`config.mk`:
```
export PLATFORM = sky130hd
export DESIGN_NAME = sleep_pin_state_control
export DESIGN_NICKNAME = d
export VERILOG_FILES = /design/src/hdl/sleep_pin_pkg.sv /design/src/hdl/apb_reg_port.sv /design/src/hdl/pad_state_cell.sv /design/src/hdl/sleep_pin_state_control.sv
export SDC_FILE = /design/constraint.sdc
export NUM_CORES = 2
export LEC_CHECK = 0
export ABC_AREA = 1
export BUFFER_PORTS_ARGS = -buffer_cell sky130_fd_sc_hd__buf_2
export CORE_AREA = 4 4 684 686
export DETAILED_ROUTE_END_ITERATION = 8
export DIE_AREA = 0 0 688 690
export PLACE_DENSITY = 0.3
export SYNTH_ARGS = -nofsm -noshare
export SYNTH_HDL_FRONTEND = slang
export SYNTH_SLANG_ARGS = --single-unit
```
`constraint.sdc`:
```
create_clock -name core_clk -period 25.9 [get_ports core_clk]
set_input_delay 1.295 -clock core_clk [delete_from_list [all_inputs] [get_ports core_clk]]
set_output_delay 1.295 -clock core_clk [all_outputs]
set_load 0.03 [all_outputs]
```
`src/hdl/sleep_pin_pkg.sv`:
```
// shared constants and types for the sleep pin-state controller
package sleep_pin_pkg;
    localparam int NUM_PINS = 128;
    localparam int NUM_WORDS = 4;
    localparam int ADDR_W = 8;
    // register byte offsets
    localparam logic [7:0] OFF_SLEEP_STATUS = 8'h00;
    localparam logic [7:0] OFF_POWER_CONFIG = 8'h04;
    localparam logic [7:0] OFF_USIM_PIN_CTRL = 8'h08;
    localparam logic [7:0] OFF_OSC_CONFIG = 8'h0C;
    localparam logic [7:0] OFF_SLEEP_VALUE0 = 8'h10;
    // field positions
    localparam int BIT_READ_DISABLE_HOLD = 0;
    localparam int BIT_PERIPHERAL_HOLD = 1;
    localparam int BIT_IN_SLEEP = 2;
    localparam int BIT_IN_DEEP = 3;
    localparam int BIT_STATIC_MEM_FLOAT = 0;
    localparam int BIT_CARD_PINS_FLOAT = 1;
    localparam int BIT_OS_TIMER_SLEEP = 2;
    localparam int BIT_FORCE_SIM_A = 0;
    localparam int BIT_FORCE_SIM_B = 1;
    localparam int BIT_PROC_CLK_EN = 0;
    localparam int BIT_TIMER_CLK_EN = 1;
    // special pins
    localparam int PIN_PROC_CLK = 9;
    localparam int PIN_TIMER_CLK = 10;
    localparam int PIN_SIM_A = 114;
    localparam int PIN_SIM_B = 115;
    // per-pin attributes (board dependent, plain defaults)
    localparam logic [127:0] PULL_UP_MASK = 128'h0000_0000_0000_0000_0000_0000_0000_FF00;
    localparam logic [127:0] PULL_DOWN_MASK = 128'h0000_0000_0000_0000_0000_0000_00FF_0000;
    localparam logic [127:0] STATIC_MEM_MASK = 128'h0000_0000_0000_0000_0000_0000_0F00_0000;
    localparam logic [127:0] CARD_MASK = 128'h0000_0000_0000_0000_0000_000F_0000_0000;
    localparam logic [127:0] OST_STOP_MASK = 128'h0000_0000_0000_0000_0000_00F0_0000_0000;
    localparam int NUM_MEM_CTL = 4;
    // reset values
    localparam logic [31:0] SLEEP_VALUE_RST = 32'h0000_0000;
    // power sequencing times
    localparam int CLK_PERIOD_NS = 25;
    localparam int SYS_TO_PWR_NS = 1000;
    localparam int PWR_TO_REL_NS = 2000;
    localparam int SYS_TO_PWR_CYC = (SYS_TO_PWR_NS + CLK_PERIOD_NS - 1) / CLK_PERIOD_NS;
    localparam int PWR_TO_REL_CYC = (PWR_TO_REL_NS + CLK_PERIOD_NS - 1) / CLK_PERIOD_NS;
    typedef enum logic [1:0] {MODE_RUN, MODE_STANDBY, MODE_SLEEP, MODE_DEEP} power_mode_t;
    typedef enum logic [1:0] {SEQ_SYS, SEQ_PWR, SEQ_RUN} seq_state_t;
endpackage

```
`src/hdl/apb_reg_port.sv`:
```
// apb slave front end: strobes and unmapped-address error
`timescale 1ns/1ps
module apb_reg_port
    import sleep_pin_pkg::*;
(
    input wire logic psel, // select
    input wire logic penable, // access phase
    input wire logic pwrite, // write direction
    input wire logic [ADDR_W-1:0] paddr, // byte address
    output logic pready, // always ready
    output logic pslverr, // unmapped access
    output logic wrStrobe, // mapped write taking effect
    output logic accessHit // address is mapped
);
    function automatic logic isMapped(input logic [ADDR_W-1:0] a);
        isMapped = (a[1:0] == 2'h0) && (a <= OFF_SLEEP_VALUE0 + 8'h0C);
    endfunction

    // zero wait states: every access completes in its first access cycle
    assign pready = 1'b1;
    assign accessHit = isMapped(paddr);
    assign pslverr = psel && penable && !isMapped(paddr);
    assign wrStrobe = psel && penable && pwrite && isMapped(paddr);
endmodule // apb_reg_port

```
`src/hdl/pad_state_cell.sv`:
```
// per-pin pad state decision
`timescale 1ns/1ps
module pad_state_cell (
    input wire logic readHold, // read-disable hold
    input wire logic periphHold, // peripheral hold
    input wire logic sleeping, // standby or sleep
    input wire logic deepSleep, // deep sleep
    input wire logic heldDir, // direction caught at sleep entry
    input wire logic heldVal, // sleep value caught at sleep entry
    input wire logic floatSel, // float bit applies to this pin
    input wire logic ostStop, // pin stops while os timer runs in sleep
    input wire logic defPullUp, // default pull-up
    input wire logic defPullDown, // default pull-down
    input wire logic pmOverride, // power manager owns pin
    input wire logic pmOut, // power manager level
    input wire logic pmOe, // power manager enable
    input wire logic funcOut, // functional level
    input wire logic funcOe, // functional enable
    output logic padOut, // pad level
    output logic padOe, // pad enable
    output logic padInEn, // input buffer enable
    output logic padPullUp, // pull-up enable
    output logic padPullDown // pull-down enable
);
    always_comb begin
        padOut = funcOut;
        padOe = funcOe;
        padInEn = !readHold;
        padPullUp = readHold && defPullUp;
        padPullDown = readHold && defPullDown;
        if (pmOverride) begin
            // sleep values and read hold do not apply here
            padOut = pmOut;
            padOe = pmOe;
            padInEn = 1'b1;
            padPullUp = 1'b0;
            padPullDown = 1'b0;
        end else if (deepSleep) begin
            padOe = 1'b0;
            padInEn = 1'b0;
        end else if (sleeping) begin
            padOut = heldVal;
            padOe = heldDir && !floatSel && !ostStop;
            padInEn = 1'b0;
        end else if (periphHold && heldDir) begin
            padOut = heldVal;
            padOe = 1'b1;
        end else if (readHold) begin
            padOe = 1'b0;
        end
    end
endmodule // pad_state_cell

```
`src/hdl/sleep_pin_state_control.sv`:
```
// pad-state control across reset, sleep, deep sleep and wake
// Summary of operation
// - reset and deep sleep: inputs, buffers off
// - input buffers off until read hold cleared
// - default pull per pin while read hold
// - oscillator connections pass through untouched
// - sleeping input-direction pins are not driven
// - sleeping output pins drive sleep value
// - outputs keep sleep level until peripheral hold cleared
// - peripheral hold cleared by writing one
// - wake inputs unusable until read hold cleared
// - static-memory pins float when bit set
// - card pins float when bit set
// - power manager override ignores sleep value, hold
// - pulls off under power manager override
// - non-gpio memory pins float by bit only
// - power enable after system enable, before release
// - usim force drives enable on pins 114/115
// - clock outputs override pins 9 and 10
// - some pins stop while os timer sleeps
//
// The register addresses and the APB slave port are this design's own decisions.
`timescale 1ns/1ps
module sleep_pin_state_control
    import sleep_pin_pkg::*;
(
    input wire logic core_clk, // 40 MHz clock
    input wire logic reset, // async reset, active high
    input wire logic psel, // apb select
    input wire logic penable, // apb enable
    input wire logic pwrite, // apb write
    input wire logic [ADDR_W-1:0] paddr, // apb address
    input wire logic [31:0] pwdata, // apb write data
    output logic [31:0] prdata, // apb read data
    output logic pready, // apb ready
    output logic pslverr, // apb error
    input wire logic [1:0] powerMode, // power mode from power manager
    input wire logic resetPinActive, // external reset pin asserted
    input wire logic [NUM_PINS-1:0] gpioDir, // gpio direction, 1 = output
    input wire logic [NUM_PINS-1:0] funcOut, // alternate-function level
    input wire logic [NUM_PINS-1:0] funcOe, // alternate-function enable
    input wire logic [NUM_PINS-1:0] pmOverride, // power manager owns pin
    input wire logic [NUM_PINS-1:0] pmOut, // power manager level
    input wire logic [NUM_PINS-1:0] pmOe, // power manager enable
    input wire logic [NUM_PINS-1:0] padIn, // pad input levels
    output logic [NUM_PINS-1:0] gpioIn, // gated pad inputs
    output logic [NUM_PINS-1:0] padOut, // pad levels
    output logic [NUM_PINS-1:0] padOe, // pad enables
    output logic [NUM_PINS-1:0] padInEn, // input buffer enables
    output logic [NUM_PINS-1:0] padPullUp, // pull-up enables
    output logic [NUM_PINS-1:0] padPullDown, // pull-down enables
    input wire logic [NUM_MEM_CTL-1:0] memCtlOut, // non-gpio memory control level
    input wire logic [NUM_MEM_CTL-1:0] memCtlOe, // non-gpio memory control enable
    output logic [NUM_MEM_CTL-1:0] memCtlPadOut, // memory control pad level
    output logic [NUM_MEM_CTL-1:0] memCtlPadOe, // memory control pad enable
    input wire logic usimEnable, // usim enable signal
    input wire logic procClk, // processor clock to bring out
    input wire logic timerClk, // timer clock to bring out
    input wire logic oscIn, // oscillator connection in
    output logic oscOut, // oscillator connection out
    output logic systemPowerEnable, // system power enable
    output logic corePowerEnable, // core power enable
    output logic internalReset // internal reset, active high
);
    typedef struct packed {
        logic readHold;
        logic periphHold;
        logic memFloat;
        logic cardFloat;
        logic ostSleep;
        logic simA;
        logic simB;
        logic procClkEn;
        logic timerClkEn;
        logic [NUM_WORDS-1:0][31:0] sleepVal;
        logic [NUM_PINS-1:0] heldDir;
        logic [NUM_PINS-1:0] heldVal;
        logic [1:0] prevMode;
        seq_state_t seq;
        logic [7:0] seqCnt;
        logic sysEn;
        logic pwrEn;
        logic intRst;
        logic [NUM_PINS-1:0] out;
        logic [NUM_PINS-1:0] oe;
        logic [NUM_PINS-1:0] inEn;
        logic [NUM_PINS-1:0] pu;
        logic [NUM_PINS-1:0] pd;
        logic [NUM_MEM_CTL-1:0] memOut;
        logic [NUM_MEM_CTL-1:0] memOe;
    } state_t;

    localparam logic [7:0] SYS_TO_PWR_CNT = 8'(SYS_TO_PWR_CYC);
    localparam logic [7:0] PWR_TO_REL_CNT = 8'(PWR_TO_REL_CYC);

    state_t state_r;
    state_t state_nxt;
    logic wrStrobe;
    logic accessHit;
    logic sleeping;
    logic deepSleep;
    logic enterLowPower;
    logic [NUM_PINS-1:0] muxOut;
    logic [NUM_PINS-1:0] muxOe;
    logic [NUM_PINS-1:0] cellOut;
    logic [NUM_PINS-1:0] cellOe;
    logic [NUM_PINS-1:0] cellInEn;
    logic [NUM_PINS-1:0] cellPu;
    logic [NUM_PINS-1:0] cellPd;
    logic [NUM_PINS-1:0] floatMask;

    function automatic logic regSel(input logic [ADDR_W-1:0] a, input logic [7:0] off);
        regSel = (a == off);
    endfunction

    apb_reg_port u_apb (
        .psel(psel),
        .penable(penable),
        .pwrite(pwrite),
        .paddr(paddr),
        .pready(pready),
        .pslverr(pslverr),
        .wrStrobe(wrStrobe),
        .accessHit(accessHit)
    );

    assign sleeping = (powerMode == MODE_SLEEP) || (powerMode == MODE_STANDBY);
    assign deepSleep = (powerMode == MODE_DEEP);
    assign enterLowPower = (powerMode != MODE_RUN) && (state_r.prevMode == MODE_RUN);

    // crystal path never passes through pad state logic
    assign oscOut = oscIn;

    // function overrides ahead of the sleep logic; clock outputs win over usim
    always_comb begin
        muxOut = funcOut;
        muxOe = funcOe;
        if (state_r.simA || state_r.simB) begin
            muxOut[PIN_SIM_A] = usimEnable;
            muxOe[PIN_SIM_A] = 1'b1;
            muxOut[PIN_SIM_B] = usimEnable;
            muxOe[PIN_SIM_B] = 1'b1;
        end
        if (state_r.procClkEn || state_r.timerClkEn) begin
            muxOut[PIN_PROC_CLK] = procClk;
            muxOe[PIN_PROC_CLK] = 1'b1;
            muxOut[PIN_TIMER_CLK] = timerClk;
            muxOe[PIN_TIMER_CLK] = 1'b1;
        end
    end

    // pins left out of both masks are software's job to float before sleep
    assign floatMask = (state_r.memFloat ? STATIC_MEM_MASK : '0)
        | (state_r.cardFloat ? CARD_MASK : '0);

    genvar gi;
    generate
        for (gi = 0; gi < NUM_PINS; gi++) begin : g_pad
            pad_state_cell u_cell (
                .readHold(state_r.readHold),
                .periphHold(state_r.periphHold),
                .sleeping(sleeping),
                .deepSleep(deepSleep),
                .heldDir(state_r.heldDir[gi]),
                .heldVal(state_r.heldVal[gi]),
                .floatSel(floatMask[gi]),
                .ostStop(state_r.ostSleep && OST_STOP_MASK[gi]),
                .defPullUp(PULL_UP_MASK[gi]),
                .defPullDown(PULL_DOWN_MASK[gi]),
                .pmOverride(pmOverride[gi]),
                .pmOut(pmOut[gi]),
                .pmOe(pmOe[gi]),
                .funcOut(muxOut[gi]),
                .funcOe(muxOe[gi]),
                .padOut(cellOut[gi]),
                .padOe(cellOe[gi]),
                .padInEn(cellInEn[gi]),
                .padPullUp(cellPu[gi]),
                .padPullDown(cellPd[gi])
            );
        end
    endgenerate

    always_comb begin
        state_nxt = state_r;
        state_nxt.prevMode = powerMode;
        // register writes
        if (wrStrobe) begin
            if (regSel(paddr, OFF_SLEEP_STATUS)) begin
                if (pwdata[BIT_READ_DISABLE_HOLD]) begin
                    state_nxt.readHold = 1'b0;
                end
                if (pwdata[BIT_PERIPHERAL_HOLD]) begin
                    state_nxt.periphHold = 1'b0;
                end
            end
            if (regSel(paddr, OFF_POWER_CONFIG)) begin
                state_nxt.memFloat = pwdata[BIT_STATIC_MEM_FLOAT];
                state_nxt.cardFloat = pwdata[BIT_CARD_PINS_FLOAT];
                state_nxt.ostSleep = pwdata[BIT_OS_TIMER_SLEEP];
            end
            if (regSel(paddr, OFF_USIM_PIN_CTRL)) begin
                state_nxt.simA = pwdata[BIT_FORCE_SIM_A];
                state_nxt.simB = pwdata[BIT_FORCE_SIM_B];
            end
            if (regSel(paddr, OFF_OSC_CONFIG)) begin
                state_nxt.procClkEn = pwdata[BIT_PROC_CLK_EN];
                state_nxt.timerClkEn = pwdata[BIT_TIMER_CLK_EN];
            end
            for (int w = 0; w < NUM_WORDS; w++) begin
                if (regSel(paddr, OFF_SLEEP_VALUE0 + 8'(4 * w))) begin
                    state_nxt.sleepVal[w] = pwdata;
                end
            end
        end
        // hardware set after the write so a same-cycle set wins over the clear
        if (enterLowPower || resetPinActive) begin
            state_nxt.readHold = 1'b1;
            state_nxt.periphHold = 1'b1;
        end
        if (enterLowPower) begin
            state_nxt.heldDir = gpioDir;
            state_nxt.heldVal = state_r.sleepVal;
        end
        if (resetPinActive) begin
            state_nxt.heldDir = '0;
        end
        // power-up sequence
        unique case (state_r.seq)
            SEQ_SYS: begin
                // system enable only rises one edge after release, so count the full span here
                if (state_r.seqCnt == SYS_TO_PWR_CNT) begin
                    state_nxt.seq = SEQ_PWR;
                    state_nxt.seqCnt = 8'h00;
                end else begin
                    state_nxt.seqCnt = state_r.seqCnt + 8'h01;
                end
            end
            SEQ_PWR: begin
                if (state_r.seqCnt == PWR_TO_REL_CNT - 8'h01) begin
                    state_nxt.seq = SEQ_RUN;
                    state_nxt.seqCnt = 8'h00;
                end else begin
                    state_nxt.seqCnt = state_r.seqCnt + 8'h01;
                end
            end
            SEQ_RUN: begin
                state_nxt.seqCnt = 8'h00;
            end
            default: begin
                state_nxt.seq = SEQ_SYS;
                state_nxt.seqCnt = 8'h00;
            end
        endcase
        if (resetPinActive) begin
            state_nxt.seq = SEQ_SYS;
            state_nxt.seqCnt = 8'h00;
        end
        state_nxt.sysEn = 1'b1;
        state_nxt.pwrEn = (state_nxt.seq != SEQ_SYS);
        state_nxt.intRst = (state_nxt.seq != SEQ_RUN);
        // pads
        state_nxt.out = cellOut;
        state_nxt.oe = cellOe;
        state_nxt.inEn = cellInEn;
        state_nxt.pu = cellPu;
        state_nxt.pd = cellPd;
        state_nxt.memOut = memCtlOut;
        state_nxt.memOe = (sleeping || deepSleep) && state_r.memFloat ? '0 : memCtlOe;
    end

    always_ff @(posedge core_clk or posedge reset) begin
        if (reset) begin
            state_r.readHold <= 1'b1;
            state_r.periphHold <= 1'b1;
            state_r.memFloat <= 1'b0;
            state_r.cardFloat <= 1'b0;
            state_r.ostSleep <= 1'b0;
            state_r.simA <= 1'b0;
            state_r.simB <= 1'b0;
            state_r.procClkEn <= 1'b0;
            state_r.timerClkEn <= 1'b0;
            state_r.sleepVal <= {NUM_WORDS{SLEEP_VALUE_RST}};
            state_r.heldDir <= '0;
            state_r.heldVal <= '0;
            state_r.prevMode <= MODE_RUN;
            state_r.seq <= SEQ_SYS;
            state_r.seqCnt <= 8'h00;
            state_r.sysEn <= 1'b0;
            state_r.pwrEn <= 1'b0;
            state_r.intRst <= 1'b1;
            state_r.out <= '0;
            state_r.oe <= '0;
            state_r.inEn <= '0;
            state_r.pu <= PULL_UP_MASK;
            state_r.pd <= PULL_DOWN_MASK;
            state_r.memOut <= '0;
            state_r.memOe <= '0;
        end else begin
            state_r <= state_nxt;
        end
    end

    // register read mux; unmapped reads return zero
    always_comb begin
        prdata = 32'h0000_0000;
        if (accessHit) begin
            if (regSel(paddr, OFF_SLEEP_STATUS)) begin
                prdata[BIT_READ_DISABLE_HOLD] = state_r.readHold;
                prdata[BIT_PERIPHERAL_HOLD] = state_r.periphHold;
                prdata[BIT_IN_SLEEP] = sleeping;
                prdata[BIT_IN_DEEP] = deepSleep;
            end
            if (regSel(paddr, OFF_POWER_CONFIG)) begin
                prdata[BIT_STATIC_MEM_FLOAT] = state_r.memFloat;
                prdata[BIT_CARD_PINS_FLOAT] = state_r.cardFloat;
                prdata[BIT_OS_TIMER_SLEEP] = state_r.ostSleep;
            end
            if (regSel(paddr, OFF_USIM_PIN_CTRL)) begin
                prdata[BIT_FORCE_SIM_A] = state_r.simA;
                prdata[BIT_FORCE_SIM_B] = state_r.simB;
            end
            if (regSel(paddr, OFF_OSC_CONFIG)) begin
                prdata[BIT_PROC_CLK_EN] = state_r.procClkEn;
                prdata[BIT_TIMER_CLK_EN] = state_r.timerClkEn;
            end
            for (int w = 0; w < NUM_WORDS; w++) begin
                if (regSel(paddr, OFF_SLEEP_VALUE0 + 8'(4 * w))) begin
                    prdata = state_r.sleepVal[w];
                end
            end
        end
    end

    // disabled input buffers read as zero, so no floating level reaches the core
    assign gpioIn = padIn & state_r.inEn;
    assign padOut = state_r.out;
    assign padOe = state_r.oe;
    assign padInEn = state_r.inEn;
    assign padPullUp = state_r.pu;
    assign padPullDown = state_r.pd;
    assign memCtlPadOut = state_r.memOut;
    assign memCtlPadOe = state_r.memOe;
    assign systemPowerEnable = state_r.sysEn;
    assign corePowerEnable = state_r.pwrEn;
    assign internalReset = state_r.intRst;
endmodule // sleep_pin_state_control

```
==> impl_metrics.ini <==
[timing]
tightest_slew_ns = 1.33
fin_skew_ns = 0.0968
setup-violations-final = 0
slew_headroom_pct = 10.6
rsz0062_at_grt = no
min_period_ns = 6.04
finalCritPeriodShare_pct = 23.3
finalMaxSlewViolations = 0
tns_ns = 0
hold_ws_ns = 0.433
hold_violations = 0
fmax_ghz = 0.166
setup_ws_ns = 19.86

[finish]
nNetsFinal = 7081
layout_common_cells = nand2_1 (1674), buf_2 (1525), dfrtp_1 (797), o21ai_0 (435), inv_1 (377)
drive_above_1_share_pct = 29.3
final_common_cell = nand2_1
final_cell_area_um2 = 56700
final_cells = 12500
area_growth_pct = 38.1
utilization_pct = 12.3

[clock_network]
cts_hold_buf = 0
cts_resized = 0
clock_latency_ns = 0.91
clkTransAtPathRegs_ns = 0.06
clock-sinks = 816
cts_inserted_buffers = 125
cts_tree = built
post_cts_buffers = 0
cts_max_level = 3
cts_buffer_depth = 4
clockRootBuffer = clkbuf_16

[placed_design]
numPortBuffers = 1526
place.gp.congestion = 0.848
dpl_worst_slack_ns = 19.50
dpl.hpwl_um = 314000
dpl-instance-area_um2 = 52100
dp_cells = 12200

[floorplan]
rows = 250
initial_core_util_pct = 8.88
die-area_um2 = 475000
num_io_pins = 1770
coreArea_um2 = 462000
die_w_um = 688
die_y_um = 690

[worst_setup_path]
required_ns = 24.60
critPathCapture = prdata[24]
ff2ff_setup_slack_ns = 22.57
r2r_end = state_r[851]
crit_type = primary input to output port
worst-path-stages = 11
slowest_stage = nor2_4
reg2reg_from = state_r[662]
startpoint_type = primary input
cp_top_family = simple AND/OR/NAND/NOR gates
ff2ff_path_depth = 6
arrival_ns = 4.74
crit_buf_inv = 4
cp_slowest_stage_delay_ns = 0.78
startpoint = paddr[7]
critical_path_peak_fanout = 33
end_kind = output port
crit_chain = buf_2 -> nor2_1 -> nand2_2 -> nor2_4 -> inv_2 -> buf_4 -> nand2_1 -> a21oi_1 -> nand2_1 -> o21ai_0 -> buf_2

[grt]
grtUsageTotal_pct = 15.0
grt_max_degree = 135
busiest_layer = met2
grt-ovfl-total = 0
grt_pass1_wl_um = 458000
grt_pass1_vias = 38300
antenna_found_initial = 397
grt.met2_usage_pct = 25.6
grt.met1_usage_pct = 17.6
globalRouteMet3Util_pct = 6.05

[pwr]
peakVddDrop_v = 0.0000469
p_clk_share_pct = 48.1
leakagePower_nw = 27.9
total_power_mw = 3.88
pwr-share-seq_pct = 35.4
switching_share_pct = 32.2
internal_power_mw = 2.63
p_sw_mw = 1.25
p_comb_share_pct = 16.5
power_density_nw_per_um2 = 68.5

[drt]
routed_wl_um = 370000
ant_nets = 0
via_count = 39600
drc = 0
viasPerCell = 3.17
drt-initial-drc-count = 2759
firstDrtPassIters = 5
wl_per_cell_um = 29.6

[logic_synthesis]
syn_area_um2 = 41000
yosysSeqAreaShare_pct = 49.8
synth.area.top_cells = dfrtp_1 (49%), nand2_1 (15%), buf_4 (12%)
synth.avg_cell_area_um2 = 8.14
synthFlopType = dfrtp_1
ys_types = 39
async_reset_ff_share_pct = 100
netlist.area_leader.share_pct = 48.6
yosys_warnings = 0
yosys.area.top_type = dfrtp_1
synth-seq-cells = 816
synthCells = 5042
synth_edf_count = 0

[outcome]
run_status = finished, final reports clean

[worst_hold_path]
hold_path.class = primary input to asynchronous set/reset pin

[flow_run]
max-cap-violations = 0
-- routing by layer --
| metal | part of all wire [%] | up-vias | wire (µm) |
|---|---|---|---|
| li1 | - | 17600 | - |
| met4 | 2.4 | 182 | 8990 |
| met2 | 48 | 1942 | 176000 |
| met1 | 40 | 19100 | 149000 |
| met5 | 0.33 | - | 1230 |
| met3 | 9.4 | 798 | 34600 |
-- cell usage after synthesis (9+ instances only) --
master,count
o211ai_1,115
o21ai_1,36
dfrtp_1,797
o22ai_1,13
dfstp_2,19
a31oi_1,9
o31ai_1,124
clkbuf_1,127
buf_2,73
a21oi_1,283
nor2_1,178
buf_1,20
o21ai_0,437
inv_1,378
nand3_1,56
nand2_1,1674
buf_4,651
-- power by group through the flow --
stage,clock network [mW],logic (mW),registers (mW)
detailed placement,0,0.654,1.40
floorplan,0,0.466,1.39
finish,1.87,0.640,1.38
global placement,0,0.655,1.40
global route,1.98,0.694,1.38
CTS,1.95,0.656,1.38
-- sequential cells by signal, summed over array words and instances (netlist names) --
register           flops
padPullDown            8
systemPowerEnable      1
memCtlPadOe            4
padInEn              128
corePowerEnable        1
memCtlPadOut           4
padOut               128
padOe                128
state_r              405
internalReset          1
padPullUp              8
-- worst min-delay path by stage --
stage / start / cells past startpoint / to / slack, ns
after CTS: reset / 2 / state_r[851] / 0.36
after global routing: reset / 2 / state_r[851] / 0.41
after floorplan: state_r[651] / 1 / state_r[651] / 0.43
after detailed placement: state_r[651] / 1 / state_r[651] / 0.45
final: reset / 2 / state_r[851] / 0.43
after global placement: state_r[651] / 1 / state_r[651] / 0.46
-- cells by family (layout without fill, tap and decap cells) --
logic type               after synthesis  count (layout)  share of synthesized area (%)
XOR/XNOR                               4               4                         0.0854
other                                  2             359                         0.0183
AO/OA/AOI/OAI                       1030            1030                           14.2
AND/OR/NAND/NOR                     1930            1930                           18.1
flip-flops                           816             816                           49.8
buffers and inverters               1256            2195                           17.7
adder cells (fa/ha/maj)                4               4                          0.122
-- cell type report --
type	instances	area (µm²)
inverters	384	1480
diodes	117	293
flip-flops and latches	816	20400
fillers	53700	405000
clock inverters	54	808
clock buffers	173	3520
repair buffers	1584	8150
well taps	6174	7720
multi-input cells	3210	14300
Note: power is estimated with default switching activity, not from simulation.
